--- src/ctb_pkg.sv ---
// Purpose: Shared constants and types for the counter array time base.
// Assumes: Clock is the system oscillator, 250 MHz, one period 4 ns.
// Notes: Special function register offsets are byte addresses.
package ctb_pkg;

  // Special function register addresses
  localparam logic [7:0] CTB_ADDR_CONTROL = 8'hD8;
  localparam logic [7:0] CTB_ADDR_MODE = 8'hD9;
  localparam logic [7:0] CTB_ADDR_MOD_MODE0 = 8'hDA;
  localparam logic [7:0] CTB_ADDR_COUNT_LO = 8'hE9;
  localparam logic [7:0] CTB_ADDR_COUNT_HI = 8'hF9;
  localparam logic [7:0] CTB_ADDR_CAP_LO0 = 8'hEA;
  localparam logic [7:0] CTB_ADDR_CAP_HI0 = 8'hFA;

  // Number of compare/capture modules
  localparam int CTB_NUM_MOD = 5;
  // Module that carries the watchdog function
  localparam int CTB_WDOG_MOD = 4;

  // Mode register field positions
  localparam int CTB_MODE_IDLE_GATE = 7;
  localparam int CTB_MODE_WDOG_EN = 6;
  localparam int CTB_MODE_SEL_HI = 2;
  localparam int CTB_MODE_SEL_LO = 1;
  localparam int CTB_MODE_OVF_IE = 0;
  // Control register field positions
  localparam int CTB_CTL_OVF_FLAG = 7;
  localparam int CTB_CTL_RUN = 6;

  // Reset values
  localparam logic [7:0] CTB_MODE_RESET = 8'h00;
  localparam logic [7:0] CTB_CTL_RESET = 8'h00;
  localparam logic [6:0] CTB_MOD_MODE_RESET = 7'h00;
  localparam logic [15:0] CTB_COUNT_RESET = 16'h0000;

  // Count source codes
  localparam logic [1:0] CTB_SEL_DIV12 = 2'h0;
  localparam logic [1:0] CTB_SEL_DIV4 = 2'h1;
  localparam logic [1:0] CTB_SEL_T0OVF = 2'h2;
  localparam logic [1:0] CTB_SEL_EXT = 2'h3;

  // Oscillator periods per count, normal and double speed
  localparam logic [3:0] CTB_DIV12_NORM = 4'hC;
  localparam logic [3:0] CTB_DIV12_FAST = 4'h6;
  localparam logic [3:0] CTB_DIV4_NORM = 4'h4;
  localparam logic [3:0] CTB_DIV4_FAST = 4'h2;

  // Per-module mode bits, msb first as in the mode register
  typedef struct packed {
    logic cmp_en;
    logic cap_rise;
    logic cap_fall;
    logic match_flag;
    logic toggle;
    logic pwm;
    logic irq_en;
  } ctb_mod_mode_t;

  // Special function register access from the core
  typedef struct packed {
    logic [7:0] addr;
    logic [7:0] wdata;
    logic wr;
    logic rd;
  } ctb_sfr_req_t;

endpackage

--- src/ctb_cc_unit.sv ---
// Purpose: One compare/capture module working against the shared count.
// Assumes: pin_i is already synchronised to the clock.
// Notes: Capture, software timer, high-speed output and 8-bit PWM.
`timescale 1ns/1ps
module ctb_cc_unit
  import ctb_pkg::*;
(
  // Clock, reset, enable
  input wire logic CLK_I,
  input wire logic NRST_I,
  input wire logic ce_i,
  // Shared time base
  input wire logic [15:0] count_i,
  input wire logic moved_i,
  // Control
  input wire ctb_mod_mode_t mode_i,
  input wire logic wr_lo_i,
  input wire logic wr_hi_i,
  input wire logic [7:0] wdata_i,
  input wire logic pin_i,
  // Results
  output logic [15:0] cap_o,
  output logic pin_o,
  output logic event_o,
  output logic match_o
);

  logic pin_q; // Previous pin level for edge detection
  logic rise; // Rising edge seen on the pin
  logic fall; // Falling edge seen on the pin
  logic hit; // Counter equals compare value after a move
  logic capture; // Capture condition this cycle

  assign rise = pin_i & ~pin_q;
  assign fall = ~pin_i & pin_q;
  assign capture = (mode_i.cap_rise & rise) | (mode_i.cap_fall & fall);
  assign hit = moved_i & mode_i.cmp_en & ~mode_i.pwm & (count_i == cap_o);

  // Pin history
  always_ff @(posedge CLK_I or negedge NRST_I)
  begin
    if (!NRST_I)
      pin_q <= 1'b1; // Idle level of the pulled-up pin
    else if (ce_i)
      pin_q <= pin_i;
  end

  // Compare/capture value: capture, software write, PWM reload
  always_ff @(posedge CLK_I or negedge NRST_I)
  begin
    if (!NRST_I)
      cap_o <= CTB_COUNT_RESET;
    else if (ce_i)
    begin
      if (capture)
        cap_o <= count_i;
      else if (wr_lo_i)
        cap_o[7:0] <= wdata_i;
      else if (wr_hi_i)
        cap_o[15:8] <= wdata_i;
      else if (mode_i.pwm && moved_i && count_i[7:0] == 8'hFF)
        cap_o[7:0] <= cap_o[15:8]; // Duty reload when the low byte reaches FF
    end
  end

  // Pin output: toggle on match or pulse width compare
  always_ff @(posedge CLK_I or negedge NRST_I)
  begin
    if (!NRST_I)
      pin_o <= 1'b0;
    else if (ce_i)
    begin
      if (mode_i.pwm && mode_i.cmp_en)
        pin_o <= (count_i[7:0] >= cap_o[7:0]);
      else if (hit && mode_i.toggle)
        pin_o <= ~pin_o; // High-speed output
    end
  end

  // Event pulse for the module flag; match pulse for the watchdog
  always_ff @(posedge CLK_I or negedge NRST_I)
  begin
    if (!NRST_I)
    begin
      event_o <= 1'b0;
      match_o <= 1'b0;
    end
    else if (ce_i)
    begin
      event_o <= capture | (hit & mode_i.match_flag);
      match_o <= hit;
    end
  end

endmodule

--- src/ctb_timebase.sv ---
// Purpose: Common 16-bit time base of a five-module counter array.
// Assumes: Core reaches registers through its SFR strobes on this clock.
// Notes: Pins of port 1 bits 2..7 enter through two-stage synchronisers.
`timescale 1ns/1ps
// What this block does
// - code 00 counts every 12, or 6
// - code 01 counts every 4, or 2
// - code 10 counts timer 0 overflows
// - code 11 counts external pin falling edges, slow
// - idle gating bit stops counting in idle
// - watchdog bit enables module 4 watchdog
// - overflow interrupt only when enable set
// - all requests merged into one line
// - capture, timer, high-speed output modes raise events
// - one counter is time base for modules
// - port 1 bits 2..7 carry array pins
// - modules capture, time, output, modulate widths
// - overflow flag set by wrap, software clears
// - counter counts only while run bit set
module ctb_timebase
  import ctb_pkg::*;
(
  // Clock, reset, enable
  input wire logic CLK_I,
  input wire logic NRST_I,
  input wire logic CE_I,
  // Core status
  input wire logic IDLE_I,
  input wire logic DOUBLE_SPEED_I,
  input wire logic T0_OVF_I,
  // Special function register access
  input wire ctb_sfr_req_t SFR_I,
  output logic [7:0] SFR_RDATA_O,
  // Port 1 pins
  input wire logic [7:2] P1_I,
  output logic [7:3] P1_O,
  output logic [7:3] P1_OE_O,
  // Results to the core
  output logic IRQ_O,
  output logic WDOG_RESET_O
);

  logic [7:0] array_counter_mode; // Mode register
  logic [7:0] array_counter_control; // Control register, module flags low, overflow flag in bit 7
  ctb_mod_mode_t mod_mode [CTB_NUM_MOD]; // Per-module modes
  logic [15:0] count; // Shared time base
  logic [3:0] presc; // Oscillator period counter
  logic [3:0] div; // Periods per count for the chosen division
  logic [7:2] pin_s1; // First synchroniser stage
  logic [7:2] pin_s2; // Second synchroniser stage
  logic ext_q; // Previous external count input level
  logic src_pulse; // Selected count source fired
  logic run; // Counter allowed to advance
  logic tick; // Counter advances this cycle
  logic moved; // Counter advanced last cycle
  logic wrap; // Counter wraps this cycle
  logic [15:0] next_count; // Count plus one, loaded only on a tick
  logic [CTB_NUM_MOD-1:0] mod_event; // Module event pulses
  logic [CTB_NUM_MOD-1:0] mod_match; // Module match pulses
  logic [CTB_NUM_MOD-1:0] mod_pin; // Module pin outputs
  logic [CTB_NUM_MOD-1:0] mod_ie; // Module interrupt enables
  logic [15:0] mod_cap [CTB_NUM_MOD]; // Module values
  logic [1:0] sel; // Count source code

  assign sel = {array_counter_mode[CTB_MODE_SEL_HI],
                array_counter_mode[CTB_MODE_SEL_LO]};

  // Division chosen by source code and speed mode
  always_comb
  begin
    if (sel == CTB_SEL_DIV12)
      div = DOUBLE_SPEED_I ? CTB_DIV12_FAST : CTB_DIV12_NORM;
    else
      div = DOUBLE_SPEED_I ? CTB_DIV4_FAST : CTB_DIV4_NORM;
  end

  // Count source pulse
  always_comb
  begin
    case (sel)
      CTB_SEL_T0OVF: src_pulse = T0_OVF_I;
      CTB_SEL_EXT: src_pulse = ext_q & ~pin_s2[2];
      default: src_pulse = (presc == div - 4'h1);
    endcase
  end

  // Run when enabled and not gated by idle
  assign run = array_counter_control[CTB_CTL_RUN]
    & ~(array_counter_mode[CTB_MODE_IDLE_GATE] & IDLE_I);
  assign tick = run & src_pulse;
  assign next_count = count + 16'h0001;
  assign wrap = tick & (count == 16'hFFFF);

  // Pin synchronisers
  always_ff @(posedge CLK_I or negedge NRST_I)
  begin
    if (!NRST_I)
    begin
      pin_s1 <= '1; // Pulled-up idle level, so no false edge
      pin_s2 <= '1;
      ext_q <= 1'b1;
    end
    else if (CE_I)
    begin
      pin_s1 <= P1_I;
      pin_s2 <= pin_s1;
      ext_q <= pin_s2[2]; // External count input history
    end
  end

  // Oscillator period counter, restarts at once when a shorter division leaves it out of range
  always_ff @(posedge CLK_I or negedge NRST_I)
  begin
    if (!NRST_I)
      presc <= 4'h0;
    else if (CE_I)
    begin
      if (presc >= div - 4'h1)
        presc <= 4'h0;
      else
        presc <= presc + 4'h1;
    end
  end

  // Shared counter, software may load either byte
  always_ff @(posedge CLK_I or negedge NRST_I)
  begin
    if (!NRST_I)
    begin
      count <= CTB_COUNT_RESET;
      moved <= 1'b0;
    end
    else if (CE_I)
    begin
      moved <= tick;
      if (SFR_I.wr && SFR_I.addr == CTB_ADDR_COUNT_LO)
        count[7:0] <= SFR_I.wdata;
      else if (SFR_I.wr && SFR_I.addr == CTB_ADDR_COUNT_HI)
        count[15:8] <= SFR_I.wdata;
      else if (tick)
        count <= next_count;
    end
  end

  // Mode registers
  always_ff @(posedge CLK_I or negedge NRST_I)
  begin
    if (!NRST_I)
    begin
      array_counter_mode <= CTB_MODE_RESET;
      for (int i = 0; i < CTB_NUM_MOD; i++)
        mod_mode[i] <= CTB_MOD_MODE_RESET;
    end
    else if (CE_I && SFR_I.wr)
    begin
      if (SFR_I.addr == CTB_ADDR_MODE)
        array_counter_mode <= SFR_I.wdata;
      for (int i = 0; i < CTB_NUM_MOD; i++)
        if (SFR_I.addr == CTB_ADDR_MOD_MODE0 + 8'(i))
          mod_mode[i] <= SFR_I.wdata[6:0];
    end
  end

  // Control register: hardware set wins over a software clear
  always_ff @(posedge CLK_I or negedge NRST_I)
  begin
    if (!NRST_I)
      array_counter_control <= CTB_CTL_RESET;
    else if (CE_I)
    begin
      if (SFR_I.wr && SFR_I.addr == CTB_ADDR_CONTROL)
        array_counter_control <= {SFR_I.wdata[7:6], 1'b0, SFR_I.wdata[4:0]}
          | {wrap, 2'b00, mod_event};
      else
        array_counter_control <= array_counter_control
          | {wrap, 2'b00, mod_event};
    end
  end

  // Compare/capture modules
  generate
    for (genvar g = 0; g < CTB_NUM_MOD; g++)
    begin : g_mod
      assign mod_ie[g] = mod_mode[g].irq_en;
      ctb_cc_unit u_unit (
        .CLK_I(CLK_I),
        .NRST_I(NRST_I),
        .ce_i(CE_I),
        .count_i(count),
        .moved_i(moved),
        .mode_i(mod_mode[g]),
        .wr_lo_i(SFR_I.wr && SFR_I.addr == CTB_ADDR_CAP_LO0 + 8'(g)),
        .wr_hi_i(SFR_I.wr && SFR_I.addr == CTB_ADDR_CAP_HI0 + 8'(g)),
        .wdata_i(SFR_I.wdata),
        .pin_i(pin_s2[3 + g]),
        .cap_o(mod_cap[g]),
        .pin_o(mod_pin[g]),
        .event_o(mod_event[g]),
        .match_o(mod_match[g])
      );
    end
  endgenerate

  // Module pins drive port 1 only in an output mode
  assign P1_O = mod_pin;

  // Output enables, interrupt and watchdog from flops
  always_ff @(posedge CLK_I or negedge NRST_I)
  begin
    if (!NRST_I)
    begin
      P1_OE_O <= '0;
      IRQ_O <= 1'b0;
      WDOG_RESET_O <= 1'b0;
    end
    else if (CE_I)
    begin
      for (int i = 0; i < CTB_NUM_MOD; i++)
        P1_OE_O[3 + i] <= mod_mode[i].cmp_en
          & (mod_mode[i].toggle | mod_mode[i].pwm);
      IRQ_O <= (array_counter_control[CTB_CTL_OVF_FLAG]
        & array_counter_mode[CTB_MODE_OVF_IE])
        | |(array_counter_control[4:0] & mod_ie);
      WDOG_RESET_O <= mod_match[CTB_WDOG_MOD]
        & array_counter_mode[CTB_MODE_WDOG_EN];
    end
  end

  // Read data: address decode into a registered byte
  always_ff @(posedge CLK_I or negedge NRST_I)
  begin
    if (!NRST_I)
      SFR_RDATA_O <= 8'h00;
    else if (CE_I && SFR_I.rd)
    begin
      SFR_RDATA_O <= 8'h00;
      if (SFR_I.addr == CTB_ADDR_CONTROL)
        SFR_RDATA_O <= array_counter_control;
      else if (SFR_I.addr == CTB_ADDR_MODE)
        SFR_RDATA_O <= array_counter_mode;
      else if (SFR_I.addr == CTB_ADDR_COUNT_LO)
        SFR_RDATA_O <= count[7:0];
      else if (SFR_I.addr == CTB_ADDR_COUNT_HI)
        SFR_RDATA_O <= count[15:8];
      for (int i = 0; i < CTB_NUM_MOD; i++)
      begin
        if (SFR_I.addr == CTB_ADDR_MOD_MODE0 + 8'(i))
          SFR_RDATA_O <= {1'b0, mod_mode[i]};
        else if (SFR_I.addr == CTB_ADDR_CAP_LO0 + 8'(i))
          SFR_RDATA_O <= mod_cap[i][7:0];
        else if (SFR_I.addr == CTB_ADDR_CAP_HI0 + 8'(i))
          SFR_RDATA_O <= mod_cap[i][15:8];
      end
    end
  end

endmodule

--- config.mk ---
export PLATFORM = sky130hd
export DESIGN_NAME = ctb_timebase
export DESIGN_NICKNAME = d
export VERILOG_FILES = /design/src/ctb_pkg.sv /design/src/ctb_cc_unit.sv /design/src/ctb_timebase.sv
export SDC_FILE = /design/constraint.sdc
export NUM_CORES = 1
export LEC_CHECK = 0
export BUFFER_PORTS_ARGS = -buffer_cell sky130_fd_sc_hd__buf_2
export CAP_MARGIN = 10
export CORE_MARGIN = 2
export CORE_UTILIZATION = 57
export CTS_BUF_LIST = sky130_fd_sc_hd__clkbuf_16
export DETAILED_ROUTE_END_ITERATION = 8
export PLACE_DENSITY = 0.81
export SLEW_MARGIN = 15
export SYNTH_ARGS = -nofsm -noshare
export SYNTH_HDL_FRONTEND = slang
export SYNTH_SLANG_ARGS = --single-unit
--- constraint.sdc ---
create_clock -name CLK_I -period 2.18 [get_ports CLK_I]
set_input_delay 0.218 -clock CLK_I [delete_from_list [all_inputs] [get_ports CLK_I]]
set_output_delay 0.218 -clock CLK_I [all_outputs]
set_load 0.005 [all_outputs]
== Word level (Yosys, flattened, before mapping) ==
Index checks and enable logic that the tools add are counted.
Cells by class
  add/sub/neg operators: 3
  order comparisons: 6
  equality and inequality tests: 40
  muxes and demuxes: 69
  bitwise gates (word level): 94
  reduce and logical (&&, ||, !) cells: 77
Operator list (number)
  8-bit two-way mux: 48
  8-bit equality test (second input constant): 20
  16-bit two-way mux: 6
  16-bit equality test: 5
  1-bit bitwise AND: 52
  8-bit >= comparator: 5
  3-bit AND reduction: 12
  1-bit logical AND: 35
  2-bit nonzero test: 12
  1-bit inverter: 23
  2-bit AND reduction: 11
  16-bit by 1-bit adder with 16-bit output (second input constant): 1
  16-bit equality test (second input constant): 1
  1-bit bitwise OR: 16
  8-bit bitwise OR: 2
  3-bit by 2-bit != test with 1-bit output (second input constant): 5
  3-bit nonzero test: 5
  4-bit two-way mux: 3
  2-bit != test (second input constant): 6
  1-bit two-way mux: 10
  5-bit bitwise AND: 1
  5-bit OR reduction: 1
  4-bit by 1-bit adder with 4-bit output (second input constant): 1
  2-bit equality test (second input constant): 2
  other kinds (6): 6
Storage, ports and cells
  bits in registers: 196
  input port bits: 30
  output and inout bits: 20
  logic and storage cells: 363

== Logic depth before layout (Yosys ltp) ==
  word-level depth: 20
  depth in mapped cells: 10
  mapped depth without buffers: 9

== Modules after synthesis ==
Synthesis repeated with hierarchy kept, for this count alone.
Second synthesis, totals
  cells, all modules: 1499
  area total of the unflattened synthesis: 13484.2 um^2
By module, submodules not included
  ctb_cc_unit: times used 5, cells each 156, area an instance 1367.6 um^2, seq. area each 501.7 um^2
  ctb_timebase: times used 1, cells each 719, area an instance 6646.4 um^2, seq. area each 2493.6 um^2

== Least setup slack after synthesis ==
Ideal clock, no wire load.
  path kind: register -> register
  from: register array_counter_mode[2]
  to: register count[9]
  setup time: 0.121 ns
  data arrival time: 2.208 ns
  data required time: 2.059 ns
  slack: -0.149 ns
  cell stages (with the launch flop): 9
  buffers on the path: 1
  period minus slack after synthesis: 2.329 ns
  path through: dfrtp_1 > or3_1 > ha_1 > a41o_1 > and3_1 > and2_1 > o211a_2 > buf_4 > a22o_1
On the way
  longest elaborated chain between the ends: 8
  elaborated cells on any way between the ends: 10
  classes of those cells: 1 x add/sub; 3 x eq/ne; 2 x mux; 1 x bitwise; 3 x reduce/logical
Ends and longest elaborated chain
  start, declared: line ctb_timebase.sv:43  | logic [7:0] array_counter_mode;
  start signal, assigned: line ctb_timebase.sv:157  | array_counter_mode <= SFR_I.wdata;
  2-bit zero test: line ctb_timebase.sv:71  | if (sel == CTB_SEL_DIV12)
  4-bit two-way mux: line ctb_timebase.sv:71
  4-bit by 1-bit subtractor with 4-bit output: line ctb_timebase.sv:83  | default: src_pulse = (presc == div - 4'h1);
  4-bit equality test: line ctb_timebase.sv:83
  1-bit one-hot mux with 2 select lines (*): line ctb_timebase.sv:80  | case (sel)
  1-bit bitwise AND (*): line ctb_timebase.sv:90  | assign tick = run & src_pulse;
  2-bit nonzero test (no source line) (*)
  3-bit AND reduction (no source line) (*)
  end signal, assigned: line ctb_timebase.sv:139  | count[15:8] <= SFR_I.wdata;
  end signal, assigned: line ctb_timebase.sv:141  | count <= next_count;
  end, declared: line ctb_timebase.sv:46  | logic [15:0] count;
Every way passes the cells marked *; elsewhere a longest branch is shown, timed or not.
A chain may end at the register's enable or synchronous reset.

== Final worst setup path ==
  from: register array_counter_mode[1]
  to: register count[14]
Same word-level chain as after synthesis.

==> metrics.md <==
| Metric | Value |
|---|---|
| Antenna viol nets, final | 0 |
| H-tree depth | 4 |
| Core Rows | 56 |
| Number of synthesized flops with an enable pin | 0 |
| Layout cells sized above 1 | 0.3226 |
| Critical Path Source Type | flop |
| Total track usage | 0.4402 |
| Clock tree buffer depth | 2 |
| Total CTS buffers | 17 |
| Switching power summed over all nets | 3.053 mW |
| Worst hold path type | primary input to flop |
| Synthesis-to-layout area growth | 20.23% |
| Post-Place Worst Slack | -0.2986 ns |
| Worst Path Required | 2.52 ns |
| RSZ-0062 raised after global routing | yes |
| Maxcap violations | 0 |
| Die X | 158.5 um |
| Synth top area share | 0.3254 |
| Most common cell in the netlist | dfrtp_1 |
| Comb power frac | 0.195 |
| CP Class | flop to flop |
| Mean Syn Cell Area | 9.439 sq um |
| Max Fclk | 447.3 MHz |
| CP startpoint | array_counter_mode[1] |
| Tmin final | 2.236 ns |
| Routed WL | 54.20 mm |
| Max IR drop VDD | 0.3858 mV |
| Antenna violations before repair | 0 |
| Via Count | 13047 |
| Post-Syn Nets | 1517 |
| Final hold violations | 0 |
| Hold Crit Start | P1_I[3] |
| Largest net degree at the start of global routing | 64 |
| Setup ws final | -0.05563 ns |
| Height of the die | 158.5 um |
| Post-synthesis sequential area ratio | 0.3602 |
| YS warnings | 0 |
| Worst slew margin | 0.3340 |
| Yosys cell types | 91 |
| Outcome | finished with violations |
| Syn Std Cell Area | 13610 sq um |
| Clock Tree Root | clkbuf_16 |
| Drt initial violations | 1524 |
| FF-to-FF Start | array_counter_mode[1] |
| Failing checks | negative setup slack |
| Total power draw | 9.270 mW |
| Die area | 25130 sq um |
| Clock power frac | 0.334 |
| WP data arrival | 2.58 ns |
| Async SR Flop Fraction | 1.000 |
| Actual slew at the worst max-slew pin | 0.9923 ns |
| Top area cells in the synthesized netlist | dfrtp_1 (33%), mux2i_1 (7.5%), mux2_2 (6.1%) |
| Clock Latency Late Sink | 0.45 ns |
| Proportion of power drawn by flip-flops and latches | 0.471 |
| Crit-path max FO | 5 |
| GRT overflow | 0 |
| Final layout net count | 1680 |
| First-pass GRT wire length | 79.75 mm |
| Internal power | 6.217 mW |
| Area leader, netlist | dfrtp_1 |
| Final HPWL DP | 39.71 mm |
| Final Skew | 0.01522 ns |
| Synth Instances | 1442 |
| Leak pwr | 7.454 nW |
| Drt via density | 6.736 |
| Synth top cells by count | dfrtp_1 (177), nand2_1 (159), o21ai_0 (121), mux2i_1 (102), mux2_2 (74) |
| Sw Ratio | 0.3293 |
| WL/cell | 27.98 um |
| Most used DFF post-synth | dfrtp_1 |
| Initial Util | 0.5799 |
| GRT busiest layer | met2 |
| Final Util | 0.6972 |
| Top-level port count | 50 |
| Worst-path clk slew | 0.08 ns |
| Crit share post-route | 1.026 |
| CTS sink cnt | 195 |
| PD cells | 566.5 nW/um^2 |
| Port bufs | 49 |
| Initial DRT Pass Iterations | 8 |
| DRC viols | 0 |
| Final Max Slew Viols | 0 |
| Met2 usage | 0.6571 |
| Setup_tns | -0.2353 ns |
| Setup crit end kind | flop |
| Vias in the first global route | 12704 |
| GP Congestion | 1.065 |
| Setup violators final | 7 |
| Multi-input logic area | 8298 sq um |
| CTS tree | done |
| Synthesized flop and latch total | 195 |
| Diode count | 0 |
| Met3 GRT Util | 0.1032 |
| Grt met1 use | 0.5560 |
| Area occupied by registers | 4908 sq um |
| Filler cells | 1782 |
| Core Footprint | 23470 sq um |
[worst paths after layout]
path	endpoint	cells past startpoint	slack (ns)
max	count[14]	8	-0.06
min	pin_s1[3]	2	0.003
max reg2reg	count[14]	8	-0.06
min reg2reg	array_counter_control[0]	2	0.49
max in group asynchronous	g_mod[4].u_unit.pin_q	3	1.14
min in group asynchronous	count[12]	2	0.32
[placed cells by master (no fill, tap or decap), drive strengths merged, types with 6 or more instances in the layout]
master / n
nand3b: 12
mux2: 106
a22oi: 15
dfstp: 18
o2bb2ai: 6
clkinv: 9
xnor2: 17
o21ai: 141
nor4: 12
and3: 7
ha: 45
a21oi: 73
and2: 11
mux2i: 102
nand2b: 15
a21o: 21
nand4b: 10
a32oi: 6
clkbuf: 18
a31oi: 14
buf: 254
o22ai: 25
dfrtp: 177
nand3: 32
a211oi: 9
xor2: 24
o31ai: 6
nand4: 16
o211ai: 14
inv: 60
nor2: 66
nand2: 171
nor3: 20
[layer usage]
| layer | vias to the layer above | part of all wire |
|---|---|---|
| li1 | 5582 | - |
| met4 | 0 | 0.089 |
| met2 | 923 | 0.43 |
| met3 | 276 | 0.11 |
| met5 | - | 0 |
| met1 | 6266 | 0.37 |
[final cells by class]
type	count	share of cell area
multi-input combinational	1079	0.5071
sequential	195	0.2999
timing repair buffer	258	0.1226
clock buffer	17	0.02600
tap	319	0.02439
inverter	54	0.01239
clock inverter	15	0.007646
[flip-flops by register name, indices dropped and copies added, names as in the netlist, 4 cells and up]
signal / cells
g_mod.u_unit.event_o: 5
pin_s1: 6
array_counter_control: 7
count: 16
g_mod.u_unit.pin_q: 5
g_mod.u_unit.cap_o: 80
array_counter_mode: 8
SFR_RDATA_O: 8
pin_s2: 6
presc: 4
g_mod.u_unit.pin_o: 5
mod_ie: 5
mod_mode: 30
P1_OE_O: 5
[logic make-up (layout without fill, tap and decap cells)]
family	Yosys count	in the layout	share of synthesized area
xor gates and xnor gates	41	41	0.02638
adders and majority gates	45	45	0.04137
muxes	208	208	0.1707
buffers and inverters	169	344	0.05966
DFF	195	195	0.3602
AOI/OAI and AO/OA	387	388	0.1797
and+or+nand+nor	397	397	0.1620
[what timing repair did]
action	4_1_cts	5_1_grt
cloned	1	0
buffers inserted	6	7
hold buffers	3	0
endpoints found under the setup margin	58	73
pin swaps	21	26
endpoints found under the hold margin	59	0
gates resized for setup	34	54
[power by group through the flow]
stage	combinational, mW	clock [mW]	sequential (mW)
3_5_place_dp	1.68	0	4.39
6_report	1.81	3.10	4.36
5_1_grt	1.96	3.27	4.38
4_1_cts	1.74	3.09	4.33
2_1_floorplan	1.04	0	4.21
3_3_place_gp	1.61	0	4.38
[worst max-delay path, stage by stage, from the launching register on]
cell and delay [ns]:
dfrtp_1 0.40, or3_4 0.38, ha_4 0.28, a41o_1 0.14
and3_4 0.24, and2_4 0.20, o211ai_1 0.09, buf_4 0.19
o22a_1 0.21
[through the flow]
stage | area [sq um] | hold slack, ns | std cells
final | 16360 | 0.002917 | 1937
after global routing | 16360 | 0.01248 | 1937
after CTS | 16080 | 0.004754 | 1930
after detailed placement | 15290 | 0.2538 | 1888
after global placement | 15290 | 0.2526 | 1888
after floorplan | 13630 | -0.07759 | 1442
(Power assumes the default switching activity.)
